**src/eip_regs.svh**
```systemverilog
// register map, field positions and reset values of the error pending/mask block
`ifndef EIP_REGS_SVH
`define EIP_REGS_SVH

// ==========================================================
// byte addresses
`define EIP_ADDR_SYS_PEND_LO 20'h0_0608
`define EIP_ADDR_SYS_PEND_HI 20'h0_0609
`define EIP_ADDR_SYS_EN_LO   20'h0_060A
`define EIP_ADDR_SYS_EN_HI   20'h0_060B
`define EIP_ADDR_CLK_PEND_LO 20'h0_060C
`define EIP_ADDR_CLK_PEND_HI 20'h0_060D
`define EIP_ADDR_CLK_EN_LO   20'h0_060E
`define EIP_ADDR_CLK_EN_HI   20'h0_060F

// ==========================================================
// reset values and fields
`define EIP_PEND_RESET  16'h0000
`define EIP_EN_RESET    16'h0000
`define EIP_RDATA_RESET 8'h00
`define EIP_LO_MSB      7
`define EIP_HI_LSB      8
`define EIP_HI_MSB      15

// ==========================================================
// clock error source positions
`define EIP_CLK_C8_A       0
`define EIP_CLK_C8_B       1
`define EIP_CLK_C16_POS    2
`define EIP_CLK_C16_NEG    3
`define EIP_CLK_C4         4
`define EIP_CLK_C2         5
`define EIP_CLK_SCLK       6
`define EIP_CLK_SCLK_X2    7
`define EIP_CLK_FRAME_A    8
`define EIP_CLK_FRAME_B    9
`define EIP_CLK_FRAME_COMP 10
`define EIP_CLK_NETREF1    11
`define EIP_CLK_NETREF2    12
`define EIP_CLK_DLOOP1     13
`define EIP_CLK_DLOOP2     14
`define EIP_CLK_ALOOP1     15

`endif

```
**src/eip_pkg.sv**
```systemverilog
// types shared by the error pending/mask block
package eip_pkg;

    // ======================================================
    // named clock error inputs
    typedef struct packed {
        logic analog_loop_one;      // failsafe reference error
        logic digital_loop_two;     // sync input error
        logic digital_loop_one;     // sync input error
        logic netref2;
        logic netref1;
        logic compat_frame_ref;
        logic frame_b;
        logic frame_a;
        logic serial_bus_double_clock;
        logic serial_bus_clock;
        logic compat_2m_clock;
        logic compat_4m_clock;
        logic compat_16m_clock_neg;
        logic compat_16m_clock_pos;
        logic c8_b;
        logic c8_a;
    } eip_clock_err_t;

    // ======================================================
    // host byte access
    typedef struct packed {
        logic        rd;
        logic        wr;
        logic [19:0] addr;
        logic [7:0]  wdata;
    } eip_host_req_t;

    // register select
    typedef enum logic [3:0] {
        EIP_SEL_NONE = 4'b0000,
        EIP_SEL_SPL  = 4'b0001,
        EIP_SEL_SPH  = 4'b0010,
        EIP_SEL_SEL  = 4'b0011,
        EIP_SEL_SEH  = 4'b0100,
        EIP_SEL_CPL  = 4'b0101,
        EIP_SEL_CPH  = 4'b0110,
        EIP_SEL_CEL  = 4'b0111,
        EIP_SEL_CEH  = 4'b1000
    } eip_sel_t;

endpackage

```
**src/eip_error_pending_mask.sv**
```systemverilog
// pending capture and mask logic for the 32 internal error interrupts
`timescale 1ns/1ns
`default_nettype none
`include "eip_regs.svh"

module eip_error_pending_mask
    import eip_pkg::*;
(
    // clock, reset, enable
    input  wire logic           clk,
    input  wire logic           arst_n,
    input  wire logic           clk_en,
    // register port, byte wide, same clock domain
    input  wire eip_host_req_t  host_req,
    output logic [7:0]          host_rdata,
    // error sources, asynchronous to clk
    input  wire logic [15:0]    system_error_source,
    input  wire eip_clock_err_t clock_error_source,
    // controller mode: high when interrupt controller disabled
    input  wire logic           ctrl_disabled,
    // fault outputs
    output logic                system_fault_output,
    output logic                timing_fault_output
);

    // ======================================================
    // source synchronisers and event detect
    logic [15:0] sys_meta;      // first stage, read by second only
    logic [15:0] sys_sync;      // second stage
    logic [15:0] sys_prev;      // for rising-edge detect
    logic [15:0] clk_meta;
    logic [15:0] clk_sync;
    logic [15:0] clk_prev;
    logic [15:0] clk_raw;       // struct flattened to bit order

    // explicit mapping keeps the bit positions visible
    assign clk_raw[`EIP_CLK_ALOOP1]     = clock_error_source.analog_loop_one;
    assign clk_raw[`EIP_CLK_DLOOP2]     = clock_error_source.digital_loop_two;
    assign clk_raw[`EIP_CLK_DLOOP1]     = clock_error_source.digital_loop_one;
    assign clk_raw[`EIP_CLK_NETREF2]    = clock_error_source.netref2;
    assign clk_raw[`EIP_CLK_NETREF1]    = clock_error_source.netref1;
    assign clk_raw[`EIP_CLK_FRAME_COMP] = clock_error_source.compat_frame_ref;
    assign clk_raw[`EIP_CLK_FRAME_B]    = clock_error_source.frame_b;
    assign clk_raw[`EIP_CLK_FRAME_A]    = clock_error_source.frame_a;
    assign clk_raw[`EIP_CLK_SCLK_X2]    = clock_error_source.serial_bus_double_clock;
    assign clk_raw[`EIP_CLK_SCLK]       = clock_error_source.serial_bus_clock;
    assign clk_raw[`EIP_CLK_C2]         = clock_error_source.compat_2m_clock;
    assign clk_raw[`EIP_CLK_C4]         = clock_error_source.compat_4m_clock;
    assign clk_raw[`EIP_CLK_C16_NEG]    = clock_error_source.compat_16m_clock_neg;
    assign clk_raw[`EIP_CLK_C16_POS]    = clock_error_source.compat_16m_clock_pos;
    assign clk_raw[`EIP_CLK_C8_B]       = clock_error_source.c8_b;
    assign clk_raw[`EIP_CLK_C8_A]       = clock_error_source.c8_a;

    // two-flop sync plus one history stage
    always_ff @(posedge clk or negedge arst_n)
    begin
        if (!arst_n)
        begin
            sys_meta <= `EIP_PEND_RESET;
            sys_sync <= `EIP_PEND_RESET;
            sys_prev <= `EIP_PEND_RESET;
            clk_meta <= `EIP_PEND_RESET;
            clk_sync <= `EIP_PEND_RESET;
            clk_prev <= `EIP_PEND_RESET;
        end
        else if (clk_en)
        begin
            sys_meta <= system_error_source;
            sys_sync <= sys_meta;
            sys_prev <= sys_sync;
            clk_meta <= clk_raw;
            clk_sync <= clk_meta;
            clk_prev <= clk_sync;
        end
    end

    // rising edge is one event; a stuck-high source fires once only,
    // so a clear is not immediately undone by a lingering level
    wire [15:0] sys_event = sys_sync & ~sys_prev;
    wire [15:0] clk_event = clk_sync & ~clk_prev;

    // ======================================================
    // address decode
    function automatic eip_sel_t decode_addr(input logic [19:0] a);
        case (a)
            `EIP_ADDR_SYS_PEND_LO: decode_addr = EIP_SEL_SPL;
            `EIP_ADDR_SYS_PEND_HI: decode_addr = EIP_SEL_SPH;
            `EIP_ADDR_SYS_EN_LO:   decode_addr = EIP_SEL_SEL;
            `EIP_ADDR_SYS_EN_HI:   decode_addr = EIP_SEL_SEH;
            `EIP_ADDR_CLK_PEND_LO: decode_addr = EIP_SEL_CPL;
            `EIP_ADDR_CLK_PEND_HI: decode_addr = EIP_SEL_CPH;
            `EIP_ADDR_CLK_EN_LO:   decode_addr = EIP_SEL_CEL;
            `EIP_ADDR_CLK_EN_HI:   decode_addr = EIP_SEL_CEH;
            default:               decode_addr = EIP_SEL_NONE;
        endcase
    endfunction

    wire eip_sel_t sel = decode_addr(host_req.addr);
    wire           wr  = host_req.wr & clk_en;

    // ======================================================
    // write strobes widened to 16-bit masks
    wire [15:0] wdata_lo = {8'h00, host_req.wdata};
    wire [15:0] wdata_hi = {host_req.wdata, 8'h00};

    wire [15:0] sys_clr = (wr && sel == EIP_SEL_SPL) ? wdata_lo :
                          (wr && sel == EIP_SEL_SPH) ? wdata_hi :
                          16'h0000;
    wire [15:0] clk_clr = (wr && sel == EIP_SEL_CPL) ? wdata_lo :
                          (wr && sel == EIP_SEL_CPH) ? wdata_hi :
                          16'h0000;

    // ======================================================
    // pending and enable storage
    logic [15:0] sys_pend;   // system_pending_bit_0 .. _15
    logic [15:0] clk_pend;   // clock_pending_bit_0 .. _15
    logic [15:0] sys_en;     // system_enable_bit_0 .. _15
    logic [15:0] clk_en_r;   // clock_enable_bit_0 .. _15

    // masked event sets, clear only where written one; set wins
    wire [15:0] next_sys_pend = (sys_pend & ~sys_clr) | (sys_event & sys_en);
    wire [15:0] next_clk_pend = (clk_pend & ~clk_clr) | (clk_event & clk_en_r);

    // pending bits, reset to none pending
    always_ff @(posedge clk or negedge arst_n)
    begin
        if (!arst_n)
        begin
            sys_pend <= `EIP_PEND_RESET;
            clk_pend <= `EIP_PEND_RESET;
        end
        else if (clk_en)
        begin
            sys_pend <= next_sys_pend;
            clk_pend <= next_clk_pend;
        end
    end

    // enable bytes, plain storage; pending bits untouched here
    always_ff @(posedge clk or negedge arst_n)
    begin
        if (!arst_n)
        begin
            sys_en   <= `EIP_EN_RESET;
            clk_en_r <= `EIP_EN_RESET;
        end
        else if (wr)
        begin
            case (sel)
                EIP_SEL_SEL: sys_en[`EIP_LO_MSB:0] <= host_req.wdata;
                EIP_SEL_SEH: sys_en[`EIP_HI_MSB:`EIP_HI_LSB] <= host_req.wdata;
                EIP_SEL_CEL: clk_en_r[`EIP_LO_MSB:0] <= host_req.wdata;
                EIP_SEL_CEH: clk_en_r[`EIP_HI_MSB:`EIP_HI_LSB] <= host_req.wdata;
                default:     sys_en <= sys_en;  // pending and unmapped: no enable change
            endcase
        end
    end

    // ======================================================
    // read mux, registered data output
    function automatic logic [7:0] read_byte(input eip_sel_t s,
                                             input logic [15:0] sp,
                                             input logic [15:0] se,
                                             input logic [15:0] cp,
                                             input logic [15:0] ce);
        case (s)
            EIP_SEL_SPL: read_byte = sp[`EIP_LO_MSB:0];
            EIP_SEL_SPH: read_byte = sp[`EIP_HI_MSB:`EIP_HI_LSB];
            EIP_SEL_SEL: read_byte = se[`EIP_LO_MSB:0];
            EIP_SEL_SEH: read_byte = se[`EIP_HI_MSB:`EIP_HI_LSB];
            EIP_SEL_CPL: read_byte = cp[`EIP_LO_MSB:0];
            EIP_SEL_CPH: read_byte = cp[`EIP_HI_MSB:`EIP_HI_LSB];
            EIP_SEL_CEL: read_byte = ce[`EIP_LO_MSB:0];
            EIP_SEL_CEH: read_byte = ce[`EIP_HI_MSB:`EIP_HI_LSB];
            default:     read_byte = `EIP_RDATA_RESET;  // unmapped reads zero
        endcase
    endfunction

    wire [7:0] next_rdata = read_byte(sel, sys_pend, sys_en, clk_pend, clk_en_r);

    // data is captured on the read cycle, valid the cycle after
    always_ff @(posedge clk or negedge arst_n)
    begin
        if (!arst_n)
            host_rdata <= `EIP_RDATA_RESET;
        else if (clk_en && host_req.rd)
            host_rdata <= next_rdata;
    end

    // ======================================================
    // fault outputs in disabled-controller mode
    // other modes belong to the arbiter, so these stay low there
    always_ff @(posedge clk or negedge arst_n)
    begin
        if (!arst_n)
        begin
            system_fault_output <= 1'b0;
            timing_fault_output <= 1'b0;
        end
        else if (clk_en)
        begin
            system_fault_output <= ctrl_disabled & (|next_sys_pend);
            timing_fault_output <= ctrl_disabled & (|next_clk_pend);
        end
    end

endmodule
`default_nettype wire

```
**config.mk**
```make
export PLATFORM = sky130hd
export DESIGN_NAME = eip_error_pending_mask
export DESIGN_NICKNAME = d
export VERILOG_FILES = /design/src/eip_pkg.sv /design/src/eip_error_pending_mask.sv
export VERILOG_INCLUDE_DIRS = /design/src /design/src/src
export SDC_FILE = /design/constraint.sdc
export NUM_CORES = 1
export LEC_CHECK = 0
export ABC_CLOCK_PERIOD_IN_PS = 4540
export BUFFER_PORTS_ARGS = -buffer_cell sky130_fd_sc_hd__buf_2
export CAP_MARGIN = 20
export CORE_MARGIN = 1.5
export CORE_UTILIZATION = 45
export DETAILED_ROUTE_END_ITERATION = 7
export GPL_TIMING_DRIVEN = 0
export HOLD_SLACK_MARGIN = 0.08
export MAX_ROUTING_LAYER = met4
export PLACE_DENSITY_LB_ADDON = 0.12
export RECOVER_POWER = 50
export SLEW_MARGIN = 40
export SYNTH_ARGS = -nofsm -noshare
export SYNTH_HDL_FRONTEND = slang
export SYNTH_SLANG_ARGS = --single-unit
```
**constraint.sdc**
```tcl
create_clock -name clk -period 4.54 [get_ports clk]
set_input_delay 0 -clock clk [delete_from_list [all_inputs] [get_ports clk]]
set_output_delay 0 -clock clk [all_outputs]
set_load 0.01 [all_outputs]
```
After elaboration in Yosys (flattened, before gate mapping)
Cells that the tools add are included.
Widths: inputs -> output; s select.

word-level totals
  register bits = 170
  memories = 0
  output and inout bits = 10
  input port bits = 66
  latch bits = 0
  word-level logic and storage cells = 63
  ROM bits = 0
  bits in writable memories = 0

cells by class
  equal/unequal tests = 16
  divide/modulo/power cells = 0
  shift-type cells = 0
  multiply operators = 0
  muxes and demuxes = 6
  add/sub/neg operators = 0
  bitwise gates (word level) = 15
  order comparisons = 0
  reduce and logical (&&, ||, !) cells = 11

operator list
  cell                  count
  $eq 20x11->1 const B  8
  $and 16x16->16        6
  $mux 16               4
  $not 16->16           4
  $pmux 8 s8            1
  $or 16x16->16         2
  $pmux 4 s8            1
  $reduce_or 16->1      2
  $eq 4x3->1 const B    4
  $eq 4x2->1 const B    2
  $reduce_and 2->1      4
  $logic_and 1x1->1     5
  $eq 4x1->1 const B    1
  $eq 4x4->1 const B    1
  $and 1x1->1           3

Logic depth before layout (Yosys ltp)
  word-level depth = 11
  gate-level depth with buffers = 8
  depth with buffers taken out = 6

Worst setup path before layout
Ideal clock, no wire load.

  kind = register -> register
  start = reg sys_en[14]
  end = reg system_fault_output
  library setup time = 0.143 ns
  buffers on the path = 0
  cell stages (with the launch flop) = 7
  data required time = 4.397 ns
  setup slack = 2.628 ns
  clock period less this slack = 1.912 ns
  arrival = 1.769 ns
  path through = dfrtp_1 -> nand2_1 -> o221ai_1 -> or4_1 -> or4_1 -> nor3_1 -> a41oi_1

between the ends
  cells in the longest elaborated chain, start to end = 4

RTL lines
  item                              line                           text
  start: declaration                eip_error_pending_mask.sv:117  logic [15:0] sys_en;
  start signal: assignment          eip_error_pending_mask.sv:144  sys_en <= `EIP_EN_RESET;
  start signal: indexed assignment  eip_error_pending_mask.sv:150  EIP_SEL_SEL: sys_en[`EIP_LO_MSB:0] <= host_req.wdata;
  start signal: indexed assignment  eip_error_pending_mask.sv:151  EIP_SEL_SEH: sys_en[`EIP_HI_MSB:`EIP_HI_LSB] <= host_req.wdata;
  $and 16x16->16                    eip_error_pending_mask.sv:121  wire [15:0] next_sys_pend = (sys_pend & ~sys_clr) | (sys_event & sys_en);
  $or 16x16->16                     eip_error_pending_mask.sv:121
  $reduce_or 16->1                  eip_error_pending_mask.sv:202  system_fault_output <= ctrl_disabled & (|next_sys_pend);
  $and 1x1->1                       eip_error_pending_mask.sv:202
  end signal: assignment            eip_error_pending_mask.sv:202
  end: declaration                  eip_error_pending_mask.sv:22   output logic system_fault_output,

Every way passes these cells.
A chain may end at the register's enable or synchronous reset.

==> metrics.txt <==
Tightest Hold Check Type input port to register; crit path max fanout 50; Post-synth EDFFs 0; Synth warnings 0; FP Rows 47; crit path launch arst_n; maximum VDD drop between 0.2 and 0.3 mV; endpoints failing setup 0; Pwr Density ~380 mW/mm^2; Hold Fails Final Rpt 0; combinational share of power 11.1%; r2r setup slk 1.78 ns; drt pass-1 iters 6; Clock Power Share 39.8%; Routed Antenna Nets 0; Fin Clk Skew 0.0108 ns; Layout Cells excl Fill 1,014; drt total wl 21.8 mm; global routing usage on met3 6.24%; fin crit share 61.0%; CTS tree built; slowest stage cell, crit path clkbuf_1; min Tclk post-route approximately 2.8 ns; post-synth top area cell dfrtp_1; port bufs between 70 and 80; first-pass GRT wire length 34.2 mm; Setup Total Neg Slack 0 ns; Worst path most repeated cell clkbuf_1; clk sinks 170; most frequent cell after synthesis dfrtp_1; layout cell share with drive strength beyond 1 30.4%; worst-margin pin slew between 2 and 3 ns; Routed WL per cell about 21 um; Static Leakage 4.06 nW; Num CTS Buffers 17; largest net degree at the start of global routing 76; Final HPWL DP 16.5 mm; post-synthesis cell count 643; register share of total power 49.1%; Layout area overhead 22.1%; RePlAce Congestion 0.990; CP Data Required Time 4.51 ns; Net Count, Synth 709; post-synth top area share between 50% and 60%; met1 GRT Util a little over a third; finished layout cell area ~0.0094 mm^2; Synth area leaders dfrtp_1 55%, mux2_2 17%, nand2_1 3.7%; width of the die 134 um; Vias 5,649; Max stage delay on crit path 1.91 ns; Die H 134 um; Critical Path Source Type input port; sequential share of the synthesized area 55.4%; Main synth FF type dfrtp_1; Core Util, Final 56.4%; placed standard-cell area 0.00839 mm^2; Setup crit end kind async pin; Cell Chain, Critical Path dlygate4sd3_1 > clkbuf_1 > clkbuf_1; Worst slew margin -77.3%; max frequency 361 MHz; Initial Utilization 46.2%; Crit path max-delay family buffers and inverters; clk slew on worst S/H paths 0.06 ns; Sw Share 25.2%; Net Switching 0.903 mW; Total Routing Usage GR ~27%; syn_area_per_cell 11.9 um^2; max-slew violations 97; outcome complete, but fails checks; R2R Path Start sys_pend[2]$_DFFE_PN0P_; GRT busiest layer met2; CP Class input port to async pin; Critical Path AT about 2.7 ns; met2 usage 41.6%; Cell Area, Synth between 0.007 and 0.008 mm^2; asr flop ratio synth between 90% and 100%; global route overflow 0; failing checks capacitance limit, slew limit; Worst Path Buf+Inv 3; later-pin clock latency in the skew report 0.43 ns; DRC viols 0; vias per inst around 5.6; fin nets 847; I/O pins 76; vias in the first global route 5,878; Yosys cell types 56; core area ~0.017 mm^2; pre-CTS WS 1.99 ns; max-cap violation count 2; most frequent cells after synthesis 170 x dfrtp_1, 119 x mux2_2, 76 x nand2_1, 48 x o21ai_0, 29 x a21oi_1; Int Pwr roughly 2.7 mW; Die ar. 0.0179 mm^2; Starting DRT DRC Count 396; fin worst setup slack around 1.8 ns; initial antenna violation count 1; placed cells 936; RSZ-0062 raised after global routing false; clock buffer depth 2; flops & latches, synth 170; H-tree depth 4; root buffer cell clkbuf_16; Worst Hold Launch clk_en
-- cells in the final DEF (no fill, tap or decap), types with 5 or more instances in the layout --
cell,instances
dfrtp_1,170
mux2_2,119
nand2_1,76
buf_2,66
o21ai_0,48
dlygate4sd3_1,45
clkbuf_1,35
a21oi_1,29
nor2_1,28
inv_1,19
clkbuf_16,17
o22ai_1,9
mux2i_1,9
nand4_1,8
mux4_2,8
a21o_1,7
nand3_1,6
a22o_1,5
-- worst reg2reg max path, cell delays in order, from the launching register on --
cell	delay, ns
dfrtp_1	0.47
inv_1	0.11
o221ai_1	0.11
or4_1	0.50
or4_1	0.51
nor3_1	0.21
a41oi_1	0.13
dlygate4sd3_1	0.58
-- cells by family after synthesis --
logic type | Yosys count | share of synthesized area, %
compound gates | 121 | 9.72
mux | 136 | 21.0
flops | 170 | 55.4
buf+inv | 53 | 2.98
simple gates | 163 | 11.0
-- what timing repair did --
item                                   CTS  global route
setup buffers                            0             0
endpoints found under the hold margin  234             0
hold buffers                            46             0
gates resized for setup                  0             0
-- metal layers --
metal / up-vias / share of wire (%)
met5: - / 0
met4: 0 / 1.6
met3: 25 / 5.2
met2: 150 / 47
met1: 2867 / 46
li1: 2607 / -
-- power groups by stage --
stage	clock network, mW	logic [mW]	registers [mW]
6_report	1.43	0.397	1.76
5_1_grt	1.51	0.436	1.78
4_1_cts	1.45	0.408	1.76
3_5_place_dp	0	0.373	1.79
3_3_place_gp	0	0.355	1.78
2_1_floorplan	0	0.237	1.75
-- layout make-up --
cell class	count	area [um^2]
diodes	1	2.50
plain buffers	34	158
clock buffers	21	470
clock inverters	10	108
fillers	1440	7260
inverters	19	71.3
multi-input cells	420	3210
flip-flops and latches	170	4250
well taps	220	275
repair buffers	119	833
-- path summary, 6_finish.rpt --
kind	end	depth (start not counted)
worst max-delay path	clk_prev[10]$_DFFE_PN0P_	3
worst min-delay path	host_rdata[4]$_DFFE_PN0P_	4
worst max register to register	system_fault_output$_DFFE_PN0P_	7
worst min register to register	host_rdata[4]$_DFFE_PN0P_	2
max in group clk	system_fault_output$_DFFE_PN0P_	7
min in group asynchronous	clk_en_r[13]$_DFFE_PN0P_	3
-- metrics by stage --
step,power [mW],hold slack [ns]
floorplan,1.99,-0.296
global placement,2.14,0.231
detailed placement,2.16,-0.0772
CTS,3.62,0.0844
global route,3.73,0.114
finish,3.58,0.0951
-- state kept, by name, indices dropped and copies added (netlist names) --
register,flops
clk_sync,16
sys_prev,16
clk_prev,16
sys_en,16
clk_pend,16
host_rdata,8
clk_meta,16
sys_meta,16
clk_en_r,16
sys_sync,16
sys_pend,16
system_fault_output,1
timing_fault_output,1
Power figures use the tool's default switching activity.
